[src/rtl/agu_pkg.sv]
// constants, command codes and register map of the address generation unit
// assumes a single system clock shared by the core end and the unit
package agu_pkg;
  // --------------------------------------------------------------------
  // address widths
  // --------------------------------------------------------------------
  localparam int PC_W = 14;
  localparam int RAM_AW = 10;
  localparam int STK_DEPTH = 8;
  localparam int NIRQ = 5;
  localparam int PAGE_OFS_W = 11;
  localparam int ROM_PAGE_BIT = 11;
  localparam logic [3:0] STK_FULL = 4'h8;

  // --------------------------------------------------------------------
  // reset values and vectors, index 0 is the highest priority
  // --------------------------------------------------------------------
  localparam logic [13:0] PC_RESET = 14'h0000;
  localparam logic [3:0] SEL_RESET = 4'h0;
  localparam logic [4:0][13:0] IRQ_VEC = {14'h0020, 14'h0014, 14'h000C, 14'h0008, 14'h0004};

  // --------------------------------------------------------------------
  // command codes from the core
  // --------------------------------------------------------------------
  typedef enum logic [3:0] {
    OP_NOP = 4'h0,
    OP_STEP = 4'h1,
    OP_JUMP = 4'h2,
    OP_CALL = 4'h3,
    OP_BRANCH = 4'h4,
    OP_RET = 4'h5,
    OP_INTA = 4'h6,
    OP_SET_ROMPG = 4'h7,
    OP_SET_PAGE = 4'h8,
    OP_SET_WPAGE = 4'h9,
    OP_SET_BANK = 4'hA,
    OP_SET_TAB = 4'hB,
    OP_TABRD = 4'hC,
    OP_DIRECT = 4'hD,
    OP_INDIRECT = 4'hE,
    OP_WREG = 4'hF
  } agu_op_t;
  // arg bit that marks an immediate operand on a memory access
  localparam int ARG_IMM_BIT = 13;

  // --------------------------------------------------------------------
  // software register map of the core end (byte offsets)
  // --------------------------------------------------------------------
  localparam logic [7:0] REG_CMD = 8'h00;
  localparam logic [7:0] REG_IRQ = 8'h04;
  localparam logic [7:0] REG_ROM = 8'h08;
  localparam logic [7:0] REG_STAT = 8'h0C;
  localparam logic [7:0] REG_SEL = 8'h10;
  localparam logic [7:0] REG_RAM = 8'h14;
  localparam int CMD_ARG_LSB = 4;
  localparam int STAT_ERR_BIT = 16;
  localparam logic [1:0] RESP_OKAY = 2'h0;
  localparam logic [1:0] RESP_SLVERR = 2'h2;
endpackage

[src/rtl/agu_if.sv]
// link between the core end and the address generation unit
// both ends run on the same clock; no crossing is needed
interface agu_if;
  logic cmdValid;
  logic [3:0] cmdOp;
  logic [13:0] cmdArg;
  logic [4:0] irqReq;
  logic [15:0] romData;
  logic done;
  logic [13:0] pc;
  logic [11:0] fetchAddr;
  logic [13:0] tabAddr;
  logic [3:0] tabNib;
  logic [9:0] ramAddr;
  logic ramWe;
  logic ramRe;
  logic immErr;
  logic [4:0] irqAck;
  logic [3:0] romPageRd;
  logic [3:0] pageRd;
  logic [3:0] workPageRd;
  logic [3:0] bankRd;

  modport unit (input cmdValid, cmdOp, cmdArg, irqReq, romData,
    output done, pc, fetchAddr, tabAddr, tabNib, ramAddr, ramWe, ramRe, immErr,
    irqAck, romPageRd, pageRd, workPageRd, bankRd);
  modport core (output cmdValid, cmdOp, cmdArg, irqReq, romData,
    input done, pc, fetchAddr, tabAddr, tabNib, ramAddr, ramWe, ramRe, immErr,
    irqAck, romPageRd, pageRd, workPageRd, bankRd);
endinterface

[src/rtl/agu_unit.sv]
// address generation unit: program counter, return stack, rom page,
// lookup pointer and data ram address selectors
// assumes the core issues at most one command per clock on the link

// Functional notes
// - 14-bit program counter gives fetch address
// - core sets rom page before jump/call
// - reset and interrupts load vector directly
// - fixed vector addresses, fast prescaler first
// - call and interrupt push counter on stack
// - return pops top of stack into counter
// - ninth push overwrites the oldest entry
// - two rom pages of 2048 words
// - branches stay in current rom page
// - table read picks nibble into ram
// - pointer from four nibbles, first is lowest
// - rom page bit 0 only, rest reserved
// - eight ram banks of 128 nibbles
// - core sets bank and page before access
// - indirect page n selects offsets n*16..+15
// - indirect page bits 2..0, bit 3 reserved
// - banks 0 and 1 double as working registers
// - working page n maps n*16..n*16+15
// - unselected pages remain plain data memory
// - immediate operands only on working registers
// - bank selector is a readable 4-bit register
// - bank bits 2..0 pick n*128, bit3 reserved
module agu_unit
  import agu_pkg::*;
(
  input wire logic clock,
  input wire logic nrst,
  input wire logic ce,
  agu_if.unit lnk
);

  // ----------------------------------------------------------------------
  // state
  // ----------------------------------------------------------------------
  typedef struct packed {
    logic [13:0] pc;
    logic [STK_DEPTH-1:0][13:0] stk;
    logic [2:0] sp;
    logic romPg;
    logic [2:0] page;
    logic [3:0] wrkPage;
    logic [2:0] bank;
    logic [3:0][3:0] tab;
    logic [4:0] pend;
    logic [4:0] irqAck;
    logic [3:0] tabNib;
    logic [9:0] ramAddr;
    logic ramWe;
    logic ramRe;
    logic immErr;
    logic done;
  } agu_unit_st_t;

  agu_unit_st_t s_q;
  agu_unit_st_t s_d;

  // ----------------------------------------------------------------------
  // helpers
  // ----------------------------------------------------------------------
  // lowest index pending request is the highest priority
  function automatic logic [4:0] prioPick(input logic [4:0] req);
    logic [4:0] one;
    one = 5'h00;
    for (int i = NIRQ - 1; i >= 0; i--)
    begin
      if (req[i])
      begin
        one = 5'h00;
        one[i] = 1'b1;
      end
    end
    return one;
  endfunction

  function automatic logic [13:0] vecOf(input logic [4:0] one);
    logic [13:0] v;
    v = PC_RESET;
    for (int i = 0; i < NIRQ; i++)
    begin
      if (one[i])
      begin
        v = IRQ_VEC[i];
      end
    end
    return v;
  endfunction

  // ----------------------------------------------------------------------
  // next state
  // ----------------------------------------------------------------------
  logic [4:0] clr;
  logic [4:0] pick;
  logic [13:0] pcInc;
  logic [13:0] pageTarget;
  logic [13:0] localTarget;
  logic [3:0] nibSel;
  logic [3:0] op;

  always_comb
  begin
    s_d = s_q;
    clr = 5'h00;
    op = lnk.cmdOp;
    pick = prioPick(s_q.pend);
    pcInc = s_q.pc + 14'h0001;
    // jump and call land in the preselected page
    pageTarget = {s_q.pc[13:12], s_q.romPg, lnk.cmdArg[PAGE_OFS_W-1:0]};
    // conditional branches keep the page bit of the branch itself
    localTarget = {s_q.pc[13:ROM_PAGE_BIT], lnk.cmdArg[PAGE_OFS_W-1:0]};
    nibSel = {s_q.tab[0][1:0], 2'b00};
    s_d.done = 1'b0;
    s_d.ramWe = 1'b0;
    s_d.ramRe = 1'b0;
    s_d.immErr = 1'b0;
    s_d.irqAck = 5'h00;
    if (lnk.cmdValid)
    begin
      s_d.done = 1'b1;
      unique case (op)
        OP_NOP:
        begin
          s_d.pc = s_q.pc;
        end
        OP_STEP:
        begin
          s_d.pc = pcInc;
        end
        OP_JUMP:
        begin
          s_d.pc = pageTarget;
        end
        OP_CALL, OP_INTA:
        begin
          if (op == OP_CALL || s_q.pend != 5'h00)
          begin
            // the interrupted instruction is resumed, a call returns past itself
            s_d.stk[s_q.sp] = (op == OP_CALL) ? pcInc : s_q.pc;
            s_d.sp = s_q.sp + 3'd1;
            if (op == OP_CALL)
            begin
              s_d.pc = pageTarget;
            end
            else
            begin
              s_d.pc = vecOf(pick);
              clr = pick;
              s_d.irqAck = pick;
            end
          end
          else
          begin
            s_d.pc = pcInc;
          end
        end
        OP_BRANCH:
        begin
          s_d.pc = localTarget;
        end
        OP_RET:
        begin
          s_d.pc = s_q.stk[s_q.sp - 3'd1];
          s_d.sp = s_q.sp - 3'd1;
        end
        OP_SET_ROMPG:
        begin
          s_d.romPg = lnk.cmdArg[0];
        end
        OP_SET_PAGE:
        begin
          s_d.page = lnk.cmdArg[2:0];
        end
        OP_SET_WPAGE:
        begin
          s_d.wrkPage = lnk.cmdArg[3:0];
        end
        OP_SET_BANK:
        begin
          s_d.bank = lnk.cmdArg[2:0];
        end
        OP_SET_TAB:
        begin
          s_d.tab[lnk.cmdArg[5:4]] = lnk.cmdArg[3:0];
        end
        OP_TABRD:
        begin
          s_d.tabNib = lnk.romData[nibSel +: 4];
          s_d.ramAddr = {s_q.bank, lnk.cmdArg[6:0]};
          s_d.ramWe = 1'b1;
        end
        OP_DIRECT, OP_INDIRECT:
        begin
          if (lnk.cmdArg[ARG_IMM_BIT])
          begin
            s_d.immErr = 1'b1;
          end
          else
          begin
            s_d.ramRe = 1'b1;
            if (op == OP_DIRECT)
            begin
              s_d.ramAddr = {s_q.bank, lnk.cmdArg[6:0]};
            end
            else
            begin
              s_d.ramAddr = {s_q.bank, s_q.page, lnk.cmdArg[3:0]};
            end
          end
        end
        OP_WREG:
        begin
          // working registers live in banks 0 and 1 only
          s_d.ramAddr = {2'b00, s_q.wrkPage, lnk.cmdArg[3:0]};
          s_d.ramRe = 1'b1;
        end
      endcase
    end
    // a request arriving while its bit is cleared stays pending
    s_d.pend = (s_q.pend & ~clr) | lnk.irqReq;
  end

  // ----------------------------------------------------------------------
  // registers
  // ----------------------------------------------------------------------
  always_ff @(posedge clock or negedge nrst)
  begin
    if (!nrst)
    begin
      s_q <= '0;
      s_q.pc <= PC_RESET;
    end
    else if (ce)
    begin
      s_q <= s_d;
    end
  end

  // ----------------------------------------------------------------------
  // outputs
  // ----------------------------------------------------------------------
  assign lnk.done = s_q.done;
  assign lnk.pc = s_q.pc;
  assign lnk.fetchAddr = s_q.pc[11:0];
  assign lnk.tabAddr = {s_q.tab[3][1:0], s_q.tab[2], s_q.tab[1], s_q.tab[0]};
  assign lnk.tabNib = s_q.tabNib;
  assign lnk.ramAddr = s_q.ramAddr;
  assign lnk.ramWe = s_q.ramWe;
  assign lnk.ramRe = s_q.ramRe;
  assign lnk.immErr = s_q.immErr;
  assign lnk.irqAck = s_q.irqAck;
  assign lnk.romPageRd = {3'b000, s_q.romPg};
  assign lnk.pageRd = {1'b0, s_q.page};
  assign lnk.workPageRd = s_q.wrkPage;
  assign lnk.bankRd = {1'b0, s_q.bank};

endmodule

[src/flat_wrapper.sv]
// flat-port wrapper written by rule: the top's interface ports become plain ports
module agu_unit_flat import agu_pkg::*;
  (clock, nrst, ce, lnk_cmdValid, lnk_cmdOp, lnk_cmdArg, lnk_irqReq, lnk_romData, lnk_done, lnk_pc, lnk_fetchAddr, lnk_tabAddr, lnk_tabNib, lnk_ramAddr, lnk_ramWe, lnk_ramRe, lnk_immErr, lnk_irqAck, lnk_romPageRd, lnk_pageRd, lnk_workPageRd, lnk_bankRd);
  agu_if lnk_i ();
  input wire logic clock;
  input wire logic nrst;
  input wire logic ce;
  input wire logic [$bits(lnk_i.cmdValid)-1:0] lnk_cmdValid;
  input wire logic [$bits(lnk_i.cmdOp)-1:0] lnk_cmdOp;
  input wire logic [$bits(lnk_i.cmdArg)-1:0] lnk_cmdArg;
  input wire logic [$bits(lnk_i.irqReq)-1:0] lnk_irqReq;
  input wire logic [$bits(lnk_i.romData)-1:0] lnk_romData;
  output wire logic [$bits(lnk_i.done)-1:0] lnk_done;
  output wire logic [$bits(lnk_i.pc)-1:0] lnk_pc;
  output wire logic [$bits(lnk_i.fetchAddr)-1:0] lnk_fetchAddr;
  output wire logic [$bits(lnk_i.tabAddr)-1:0] lnk_tabAddr;
  output wire logic [$bits(lnk_i.tabNib)-1:0] lnk_tabNib;
  output wire logic [$bits(lnk_i.ramAddr)-1:0] lnk_ramAddr;
  output wire logic [$bits(lnk_i.ramWe)-1:0] lnk_ramWe;
  output wire logic [$bits(lnk_i.ramRe)-1:0] lnk_ramRe;
  output wire logic [$bits(lnk_i.immErr)-1:0] lnk_immErr;
  output wire logic [$bits(lnk_i.irqAck)-1:0] lnk_irqAck;
  output wire logic [$bits(lnk_i.romPageRd)-1:0] lnk_romPageRd;
  output wire logic [$bits(lnk_i.pageRd)-1:0] lnk_pageRd;
  output wire logic [$bits(lnk_i.workPageRd)-1:0] lnk_workPageRd;
  output wire logic [$bits(lnk_i.bankRd)-1:0] lnk_bankRd;
  assign lnk_i.cmdValid = lnk_cmdValid;
  assign lnk_i.cmdOp = lnk_cmdOp;
  assign lnk_i.cmdArg = lnk_cmdArg;
  assign lnk_i.irqReq = lnk_irqReq;
  assign lnk_i.romData = lnk_romData;
  assign lnk_done = lnk_i.done;
  assign lnk_pc = lnk_i.pc;
  assign lnk_fetchAddr = lnk_i.fetchAddr;
  assign lnk_tabAddr = lnk_i.tabAddr;
  assign lnk_tabNib = lnk_i.tabNib;
  assign lnk_ramAddr = lnk_i.ramAddr;
  assign lnk_ramWe = lnk_i.ramWe;
  assign lnk_ramRe = lnk_i.ramRe;
  assign lnk_immErr = lnk_i.immErr;
  assign lnk_irqAck = lnk_i.irqAck;
  assign lnk_romPageRd = lnk_i.romPageRd;
  assign lnk_pageRd = lnk_i.pageRd;
  assign lnk_workPageRd = lnk_i.workPageRd;
  assign lnk_bankRd = lnk_i.bankRd;
  agu_unit u_core (.clock(clock), .nrst(nrst), .ce(ce), .lnk(lnk_i));
endmodule
[config.mk]
export PLATFORM = sky130hd
export DESIGN_NAME = agu_unit_flat
export DESIGN_NICKNAME = d
export VERILOG_FILES = /design/src/rtl/agu_pkg.sv /design/src/rtl/agu_if.sv /design/src/rtl/agu_unit.sv /design/src/flat_wrapper.sv
export SDC_FILE = /design/constraint.sdc
export NUM_CORES = 1
export LEC_CHECK = 0
export ABC_AREA = 1
export BUFFER_PORTS_ARGS = -buffer_cell sky130_fd_sc_hd__buf_2
export CORE_UTILIZATION = 53
export DETAILED_ROUTE_END_ITERATION = 7
export GPL_ROUTABILITY_DRIVEN = 0
export PLACE_DENSITY = 0.78
export SYNTH_ARGS = -nofsm -noshare
export SYNTH_HDL_FRONTEND = slang
export SYNTH_SLANG_ARGS = --single-unit
[constraint.sdc]
create_clock -name clock -period 2.2 [get_ports clock]
set_input_delay 0.22 -clock clock [delete_from_list [all_inputs] [get_ports clock]]
set_output_delay 0.22 -clock clock [all_outputs]
set_load 0.02 [all_outputs]
==> results of run 1 <==
sequential cells by signal, summed over array words and instances, names as in the netlist:
| register | cells |
|---|---|
| u_core.lnk.tabNib | 4 |
| u_core.lnk.ramRe | 1 |
| u_core.lnk.tabAddr | 14 |
| u_core.lnk.workPageRd | 4 |
| u_core.lnk.romPageRd | 1 |
| u_core.lnk.bankRd | 3 |
| u_core.lnk.done | 1 |
| u_core.lnk.pc | 14 |
| u_core.lnk.ramAddr | 10 |
| u_core.lnk.irqAck | 5 |
| u_core.lnk.ramWe | 1 |
| u_core.lnk.pageRd | 3 |
| u_core.lnk.immErr | 1 |
| u_core.s_q | 120 |
cell usage after synthesis, types with 2 or more instances:
master / n / area share, %
xor2_1: 7 / 0.61
a31oi_1: 9 / 0.56
nor3_1: 3 / 0.15
nand2_8: 2 / 0.40
nand4_1: 4 / 0.25
o211ai_1: 16 / 1.2
o21ai_1: 23 / 1.1
o21ai_2: 22 / 1.9
nand2_1: 421 / 16
nor2_2: 3 / 0.19
nand3_1: 68 / 3.4
nor2_4: 5 / 0.56
nand2_4: 3 / 0.34
nor2_1: 107 / 4.0
buf_6: 4 / 0.45
nor2_8: 8 / 1.6
a22o_1: 2 / 0.17
inv_2: 6 / 0.22
clkbuf_1: 18 / 0.67
and2_1: 2 / 0.12
a21oi_1: 43 / 2.1
buf_2: 7 / 0.35
ha_1: 3 / 0.37
nand2_2: 2 / 0.12
buf_1: 2 / 0.075
dfrtp_1: 182 / 45
inv_1: 117 / 4.4
buf_4: 84 / 6.3
o21ai_0: 129 / 6.4
placed cells by master, fill, tap and decap left out, drive strengths merged, types with 7 or more instances in the layout:
| master | instances |
|---|---|
| a21oi | 43 |
| a31oi | 9 |
| buf | 152 |
| clkbuf | 21 |
| dfrtp | 182 |
| inv | 125 |
| nand2 | 428 |
| nand3 | 68 |
| nor2 | 123 |
| o211ai | 16 |
| o21ai | 174 |
| xor2 | 7 |
cell type report:
class | count | area (um2)
clock buffer | 21 | 470
tap | 229 | 287
fill | 1621 | 7160
clock inverter | 11 | 148
sequential | 182 | 4560
multi-input combinational | 892 | 4220
timing repair buffer | 156 | 952
inverter | 126 | 477
cell families (layout without fill, tap and decap cells):
logic type               count (synthesis)  in the layout  synth area share, %
AND/OR/NAND/NOR                        630            630                 27.1
flip-flops                             182            182                 45.5
XOR/XNOR                                 7              7                0.612
AO/OA/AOI/OAI                          247            247                 13.8
other                                    1              5               0.0374
buffers and inverters                  241            314                 12.6
adder cells (fa/ha/maj)                  3              3                0.375
per-stage QoR:
stage	hold slack (ns)	power (mW)	area [um2]	util [%]
final	0.00382	13.2	11100	60.8
after global routing	0.00478	14.0	11100	60.8
after CTS	0.00158	13.2	11100	60.8
after detailed placement	0.0806	9.92	10400	57.2
after global placement	0.0844	9.79	10400	57.2
after floorplan	-0.0756	8.73	10000	-
worst max-delay path, delay by kind of cell (launching register included):
| kind | cells | cell delay [ns] |
|---|---|---|
| compound gates | 1 | 0.07 |
| buf+inv | 1 | 0.31 |
| flops | 1 | 0.40 |
| simple gates | 7 | 1.10 |
worst paths after layout:
check	cells past startpoint	slack, ns	startpoint	end
setup / recovery	9	0.22	u_core.s_q[24]	u_core.s_q[75]
hold / removal	3	0.004	lnk_irqReq[2]	u_core.s_q[25]
setup reg to reg	9	0.22	u_core.s_q[24]	u_core.s_q[75]
hold reg to reg	2	0.47	u_core.s_q[121]	u_core.s_q[121]
max in group asynchronous	3	1.35	nrst	u_core.s_q[66]
min in group asynchronous	2	0.18	nrst	u_core.s_q[59]
repair_timing:
action / in CTS / in global routing
hold buffers: 4 / 0
hold endpoints to repair: 158 / 0
endpoints found under the setup margin: 0 / 8
resized for setup: 0 / 1
per-layer routing:
| layer | part of all wire [%] | up-vias | track usage (%) | routed length [um] |
|---|---|---|---|---|
| li1 | - | 4223 | - | - |
| met1 | 45 | 4173 | 38.8 | 11500 |
| met2 | 46 | 319 | 42.1 | 11800 |
| met3 | 6.8 | 38 | 4.75 | 1730 |
| met4 | 2.1 | 0 | 9.47 | 528 |
| met5 | 0 | - | 0 | 0 |
power groups by stage:
| stage | sequential, mW | combinational (mW) | clock [mW] |
|---|---|---|---|
| finish | 4.74 | 5.24 | 3.21 |
| global route | 4.83 | 5.84 | 3.38 |
| CTS | 4.73 | 5.21 | 3.24 |
| detailed placement | 4.78 | 5.14 | 0 |
| global placement | 4.75 | 5.04 | 0 |
| floorplan | 4.64 | 4.09 | 0 |
==> impl_metrics.py, run 1 <==
metrics = {
    "pwr": {
        "combPwrFrac_pct": 39.7,
        "sequentialPowerShare_pct": 36.0,
        "sw_frac_of_total_pct": 40.6,
        "ir_drop_mv": 1.34,
        "p_leak_nw": 5.82,
        "powerDensity_nw_per_um2": 1190,
        "pwr-share-clk_pct": 24.3,
        "power.switching_mw": 5.35,
        "intPower_mw": 7.83,
    },
    "sta": {
        "tightestPinTransition_ns": 0.650,
        "slew_violations": 0,
        "final.setup.tns_ns": 0,
        "fin_ws_ns": 0.216,
        "timing.fmax_mhz": 504,
        "hold_violations": 0,
        "timing.final.setup_violations": 0,
        "fin_crit_sh_pct": 90.2,
        "min_period_ns": 1.98,
        "rsz0062_at_grt": "no",
        "finClkSkew_ns": 0.00832,
        "maxSlewHeadroom_pct": 56.4,
    },
    "logic_synthesis": {
        "synthDistinctLibCells": 38,
        "syn_area_um2": 10000,
        "synth_warnings": 0,
        "syn_inst": 1311,
        "avgSynthCellArea_um2": 7.64,
        "synthFlopType": "dfrtp_1",
        "postSynth.asyncResetShare_pct": 100,
        "synth-edff-count": 0,
        "ys_seq_area_share_pct": 45.5,
        "synth-seq-cells": 182,
    },
    "setup_path": {
        "arrival_ns": 2.35,
        "cpMostUsedCell": "nor2_8",
        "worst-setup-path-type": "reg2reg",
        "cp-end-kind": "register",
        "crit_fanout": 16,
        "path_cells": "nor2_1 -> nand3_1 -> nor2_4 -> nor2_8 -> nand2_8 -> nor2_8 -> inv_2 -> nand2_1 -> o21ai_2",
        "start_kind": "register",
        "slowest_delay_ns": 0.40,
        "critical_path_required_ns": 2.57,
        "critPathSlowestCell": "dfrtp_1",
    },
    "cts": {
        "cts_buffers": 17,
        "clock_path_buffers": 2,
        "clkLatencyLatePin_ns": 0.44,
        "htreeDepth": 4,
        "cts_root_buffer": "clkbuf_16",
        "cts_setup_buffers": 0,
        "cts.sinks": 182,
        "path_clk_slew_ns": 0.07,
        "cts_tree": "built",
    },
    "global_routing": {
        "grt_max_degree": 84,
        "grt.overflow.total": 0,
        "grtUsageTotal_pct": 27.3,
        "grt_pass1_vias": 8039,
        "antenna_found_initial": 0,
        "grt_pass1_wl_mm": 41.3,
    },
    "final_layout": {
        "final_nets": 1421,
        "syn_to_final_growth_pct": 10.9,
        "diodes": 0,
        "drive_gt1_share_pct": 17.2,
        "instances_no_fill": 1617,
    },
    "run_status": {
        "status": "finished, final reports clean",
    },
    "worst_hold_path": {
        "worstHoldPathType": "in2reg",
    },
    "place": {
        "detailedPlace.worstSlack_ns": 0.140,
        "numPortBuffers": 114,
        "dpl.cell_count": 1581,
        "hpwlAfterDp_mm": 17.7,
    },
    "die": {
        "die_w_um": 139,
        "row_count": 49,
        "die_area_um2": 19400,
        "core_area_um2": 18300,
        "start_util_pct": 54.8,
        "die_h_um": 139,
        "ioPinCount": 122,
    },
    "detailed_routing": {
        "via_per_inst": 5.41,
        "vias": 8753,
        "routedWlPerCell_um": 15.8,
        "drt_wl_total_mm": 25.5,
        "drt_iter0_drc": 722,
        "drc_errors": 0,
        "first_pass_iters": 6,
        "drtAntennaViolNets": 0,
    },
    "run": {
        "cap_violations": 0,
    },
}
Power figures use the tool's default switching activity.
==> run 2, diff against run 1 <==
--- a/config.mk
+++ b/config.mk
@@ -7,10 +7,11 @@
 export LEC_CHECK = 0
 export ABC_AREA = 1
 export BUFFER_PORTS_ARGS = -buffer_cell sky130_fd_sc_hd__buf_2
-export CORE_UTILIZATION = 53
+export CORE_UTILIZATION = 55
+export CTS_BUF_LIST = sky130_fd_sc_hd__clkbuf_8
 export DETAILED_ROUTE_END_ITERATION = 7
 export GPL_ROUTABILITY_DRIVEN = 0
-export PLACE_DENSITY = 0.78
+export PLACE_DENSITY = 0.8
 export SYNTH_ARGS = -nofsm -noshare
 export SYNTH_HDL_FRONTEND = slang
 export SYNTH_SLANG_ARGS = --single-unit
==> run 2 against run 1 <==
  * Critical path depth up 4
  * Clock skew up 0.0018 ns
  * Largest cell class unchanged
  * Die area down 3.6%
  * Wire length up 2.7%
  * Design area down 0.42%
  * Final cell count down 0.12%
  * Sequential share of layout area up 0.17 points
  * Highest routed layer unchanged
==> impl_metrics.py, run 2 (same netlist as run 1, synthesis figures left out) <==
metrics = {
    "detailed_routing": {
        "drt_wl_total_mm": 26.2,
        "via_per_inst": 5.49,
        "routedWlPerCell_um": 16.2,
        "vias": 8865,
        "drc_errors": 0,
        "first_pass_iters": 6,
        "drtAntennaViolNets": 0,
        "drt_iter0_drc": 870,
    },
    "global_routing": {
        "grt_max_degree": 84,
        "grt_pass1_wl_mm": 41.4,
        "grt.overflow.total": 0,
        "grtUsageTotal_pct": 28.9,
        "grt_pass1_vias": 8205,
        "antenna_found_initial": 0,
    },
    "sta": {
        "tightestPinTransition_ns": 0.881,
        "finClkSkew_ns": 0.0101,
        "hold_violations": 0,
        "maxSlewHeadroom_pct": 41.2,
        "min_period_ns": 2.07,
        "timing.fmax_mhz": 484,
        "slew_violations": 0,
        "fin_crit_sh_pct": 93.9,
        "timing.final.setup_violations": 0,
    },
    "pwr": {
        "ir_drop_mv": 1.33,
        "p_leak_nw": 5.80,
        "pwr-share-clk_pct": 22.2,
        "powerDensity_nw_per_um2": 1180,
        "combPwrFrac_pct": 41.6,
        "power.switching_mw": 5.38,
        "sequentialPowerShare_pct": 36.2,
        "sw_frac_of_total_pct": 41.3,
        "power.total_mw": 13.0,
        "intPower_mw": 7.66,
    },
    "setup_path": {
        "cp-end-kind": "register",
        "critical_path_required_ns": 2.62,
        "start_kind": "register",
        "cpMostUsedCell": "nand2_1",
        "worst-setup-path-type": "reg2reg",
        "slowest_delay_ns": 0.44,
        "arrival_ns": 2.48,
        "critPathSlowestCell": "dfrtp_1",
        "path_cells": "inv_1 -> ha_1 -> inv_1 -> nand2_1 -> nand2_1 -> nor2_1 -> buf_4 -> nand2_1 -> nand3_1 -> nor2_1 -> nand2_1 -> nand2_1 -> nand2_1",
        "crit_fanout": 8,
    },
    "place": {
        "hpwlAfterDp_mm": 18.2,
        "numPortBuffers": 114,
        "dpl.cell_count": 1574,
    },
    "final_layout": {
        "final_cell_mix": "nand2_1 (421), dfrtp_1 (181), o21ai_0 (128)",
        "final_nets": 1423,
        "final_common_cell": "nand2_1",
        "regMostFlops": "u_core.s_q",
        "diodes": 0,
        "instances_no_fill": 1615,
        "syn_to_final_growth_pct": 10.4,
        "drive_gt1_share_pct": 17.3,
        "largest_register_ffs": 120,
        "final_util_pct": 63.1,
        "fill_cells": 1496,
    },
    "worst_hold_path": {
        "worstHoldPathType": "in2reg",
    },
    "run": {
        "cap_violations": 0,
    },
    "die": {
        "ioPinCount": 122,
        "start_util_pct": 57.1,
        "core_area_um2": 17500,
        "row_count": 48,
        "die_h_um": 137,
        "die_w_um": 137,
        "die_area_um2": 18800,
    },
    "cts": {
        "cts_buffers": 17,
        "htreeDepth": 4,
        "path_clk_slew_ns": 0.09,
        "clock_path_buffers": 2,
        "cts_root_buffer": "clkbuf_8",
        "cts_tree": "built",
        "cts.sinks": 182,
        "clkLatencyLatePin_ns": 0.48,
    },
    "run_status": {
        "status": "finished, final reports clean",
    },
}
run 2: power by group through the flow:
stage	sequential (mW)	combinational (mW)	clock, mW
final	4.72	5.42	2.90
after global routing	4.82	6.03	3.06
after CTS	4.70	5.28	2.93
after detailed placement	4.76	5.20	0
after global placement	4.73	5.08	0
after floorplan	4.64	4.09	0
run 2: final timing paths:
check,to,depth (start not counted),start,slack (ns)
min,u_core.lnk.immErr,3,lnk_cmdArg[13],0.03
max reg2reg,u_core.lnk.pc[5],13,u_core.s_q[56],0.13
max in group asynchronous,u_core.s_q[141],3,nrst,1.25
max,u_core.lnk.pc[5],13,u_core.s_q[56],0.13
min in group asynchronous,u_core.s_q[99],2,nrst,0.29
min reg2reg,u_core.s_q[113],2,u_core.s_q[113],0.48
run 2: what timing repair did:
item | in CTS | in global routing
resized for setup | 0 | 2
hold buffers | 6 | 0
endpoints found under the setup margin | 0 | 9
buffers inserted | 0 | 3
endpoints found under the hold margin | 60 | 0
run 2: critical path, delay by kind of cell, from the launching register on:
kind	cells	cell delay [ns]
flip-flops	1	0.44
AND/OR/NAND/NOR	9	0.94
adder cells (fa/ha/maj)	1	0.18
buffers and inverters	3	0.44
run 2: routing by layer:
metal | vias to the layer above | track usage (%) | routed length, um
li1 | 4228 | - | -
met1 | 4168 | 40.2 | 11300
met2 | 408 | 44.4 | 12100
met3 | 61 | 5.44 | 2030
met4 | 0 | 11.6 | 722
met5 | - | 0 | 0
run 2: metrics by stage:
step	TNS [ns]	instance area [um2]	hold WS (ns)	setup WS (ns)
2_1_floorplan	0	10000	-0.0756	0.0388
4_1_cts	0	11000	0.00770	0.159
3_5_place_dp	0	10500	0.243	0.193
3_3_place_gp	0	10500	0.237	0.224
6_report	0	11100	0.0326	0.134
5_1_grt	-0.0176	11100	0.0252	-0.0176
run 2: final cells by class:
| type | instances | area, um2 | area share [%] |
|---|---|---|---|
| sequential | 182 | 4560 | 41.2 |
| multi-input combinational | 892 | 4220 | 38.1 |
| clock buffer | 18 | 248 | 2.24 |
| inverter | 126 | 480 | 4.34 |
| tap | 225 | 282 | 2.55 |
| timing repair buffer | 158 | 1010 | 9.13 |
| clock inverter | 14 | 268 | 2.42 |
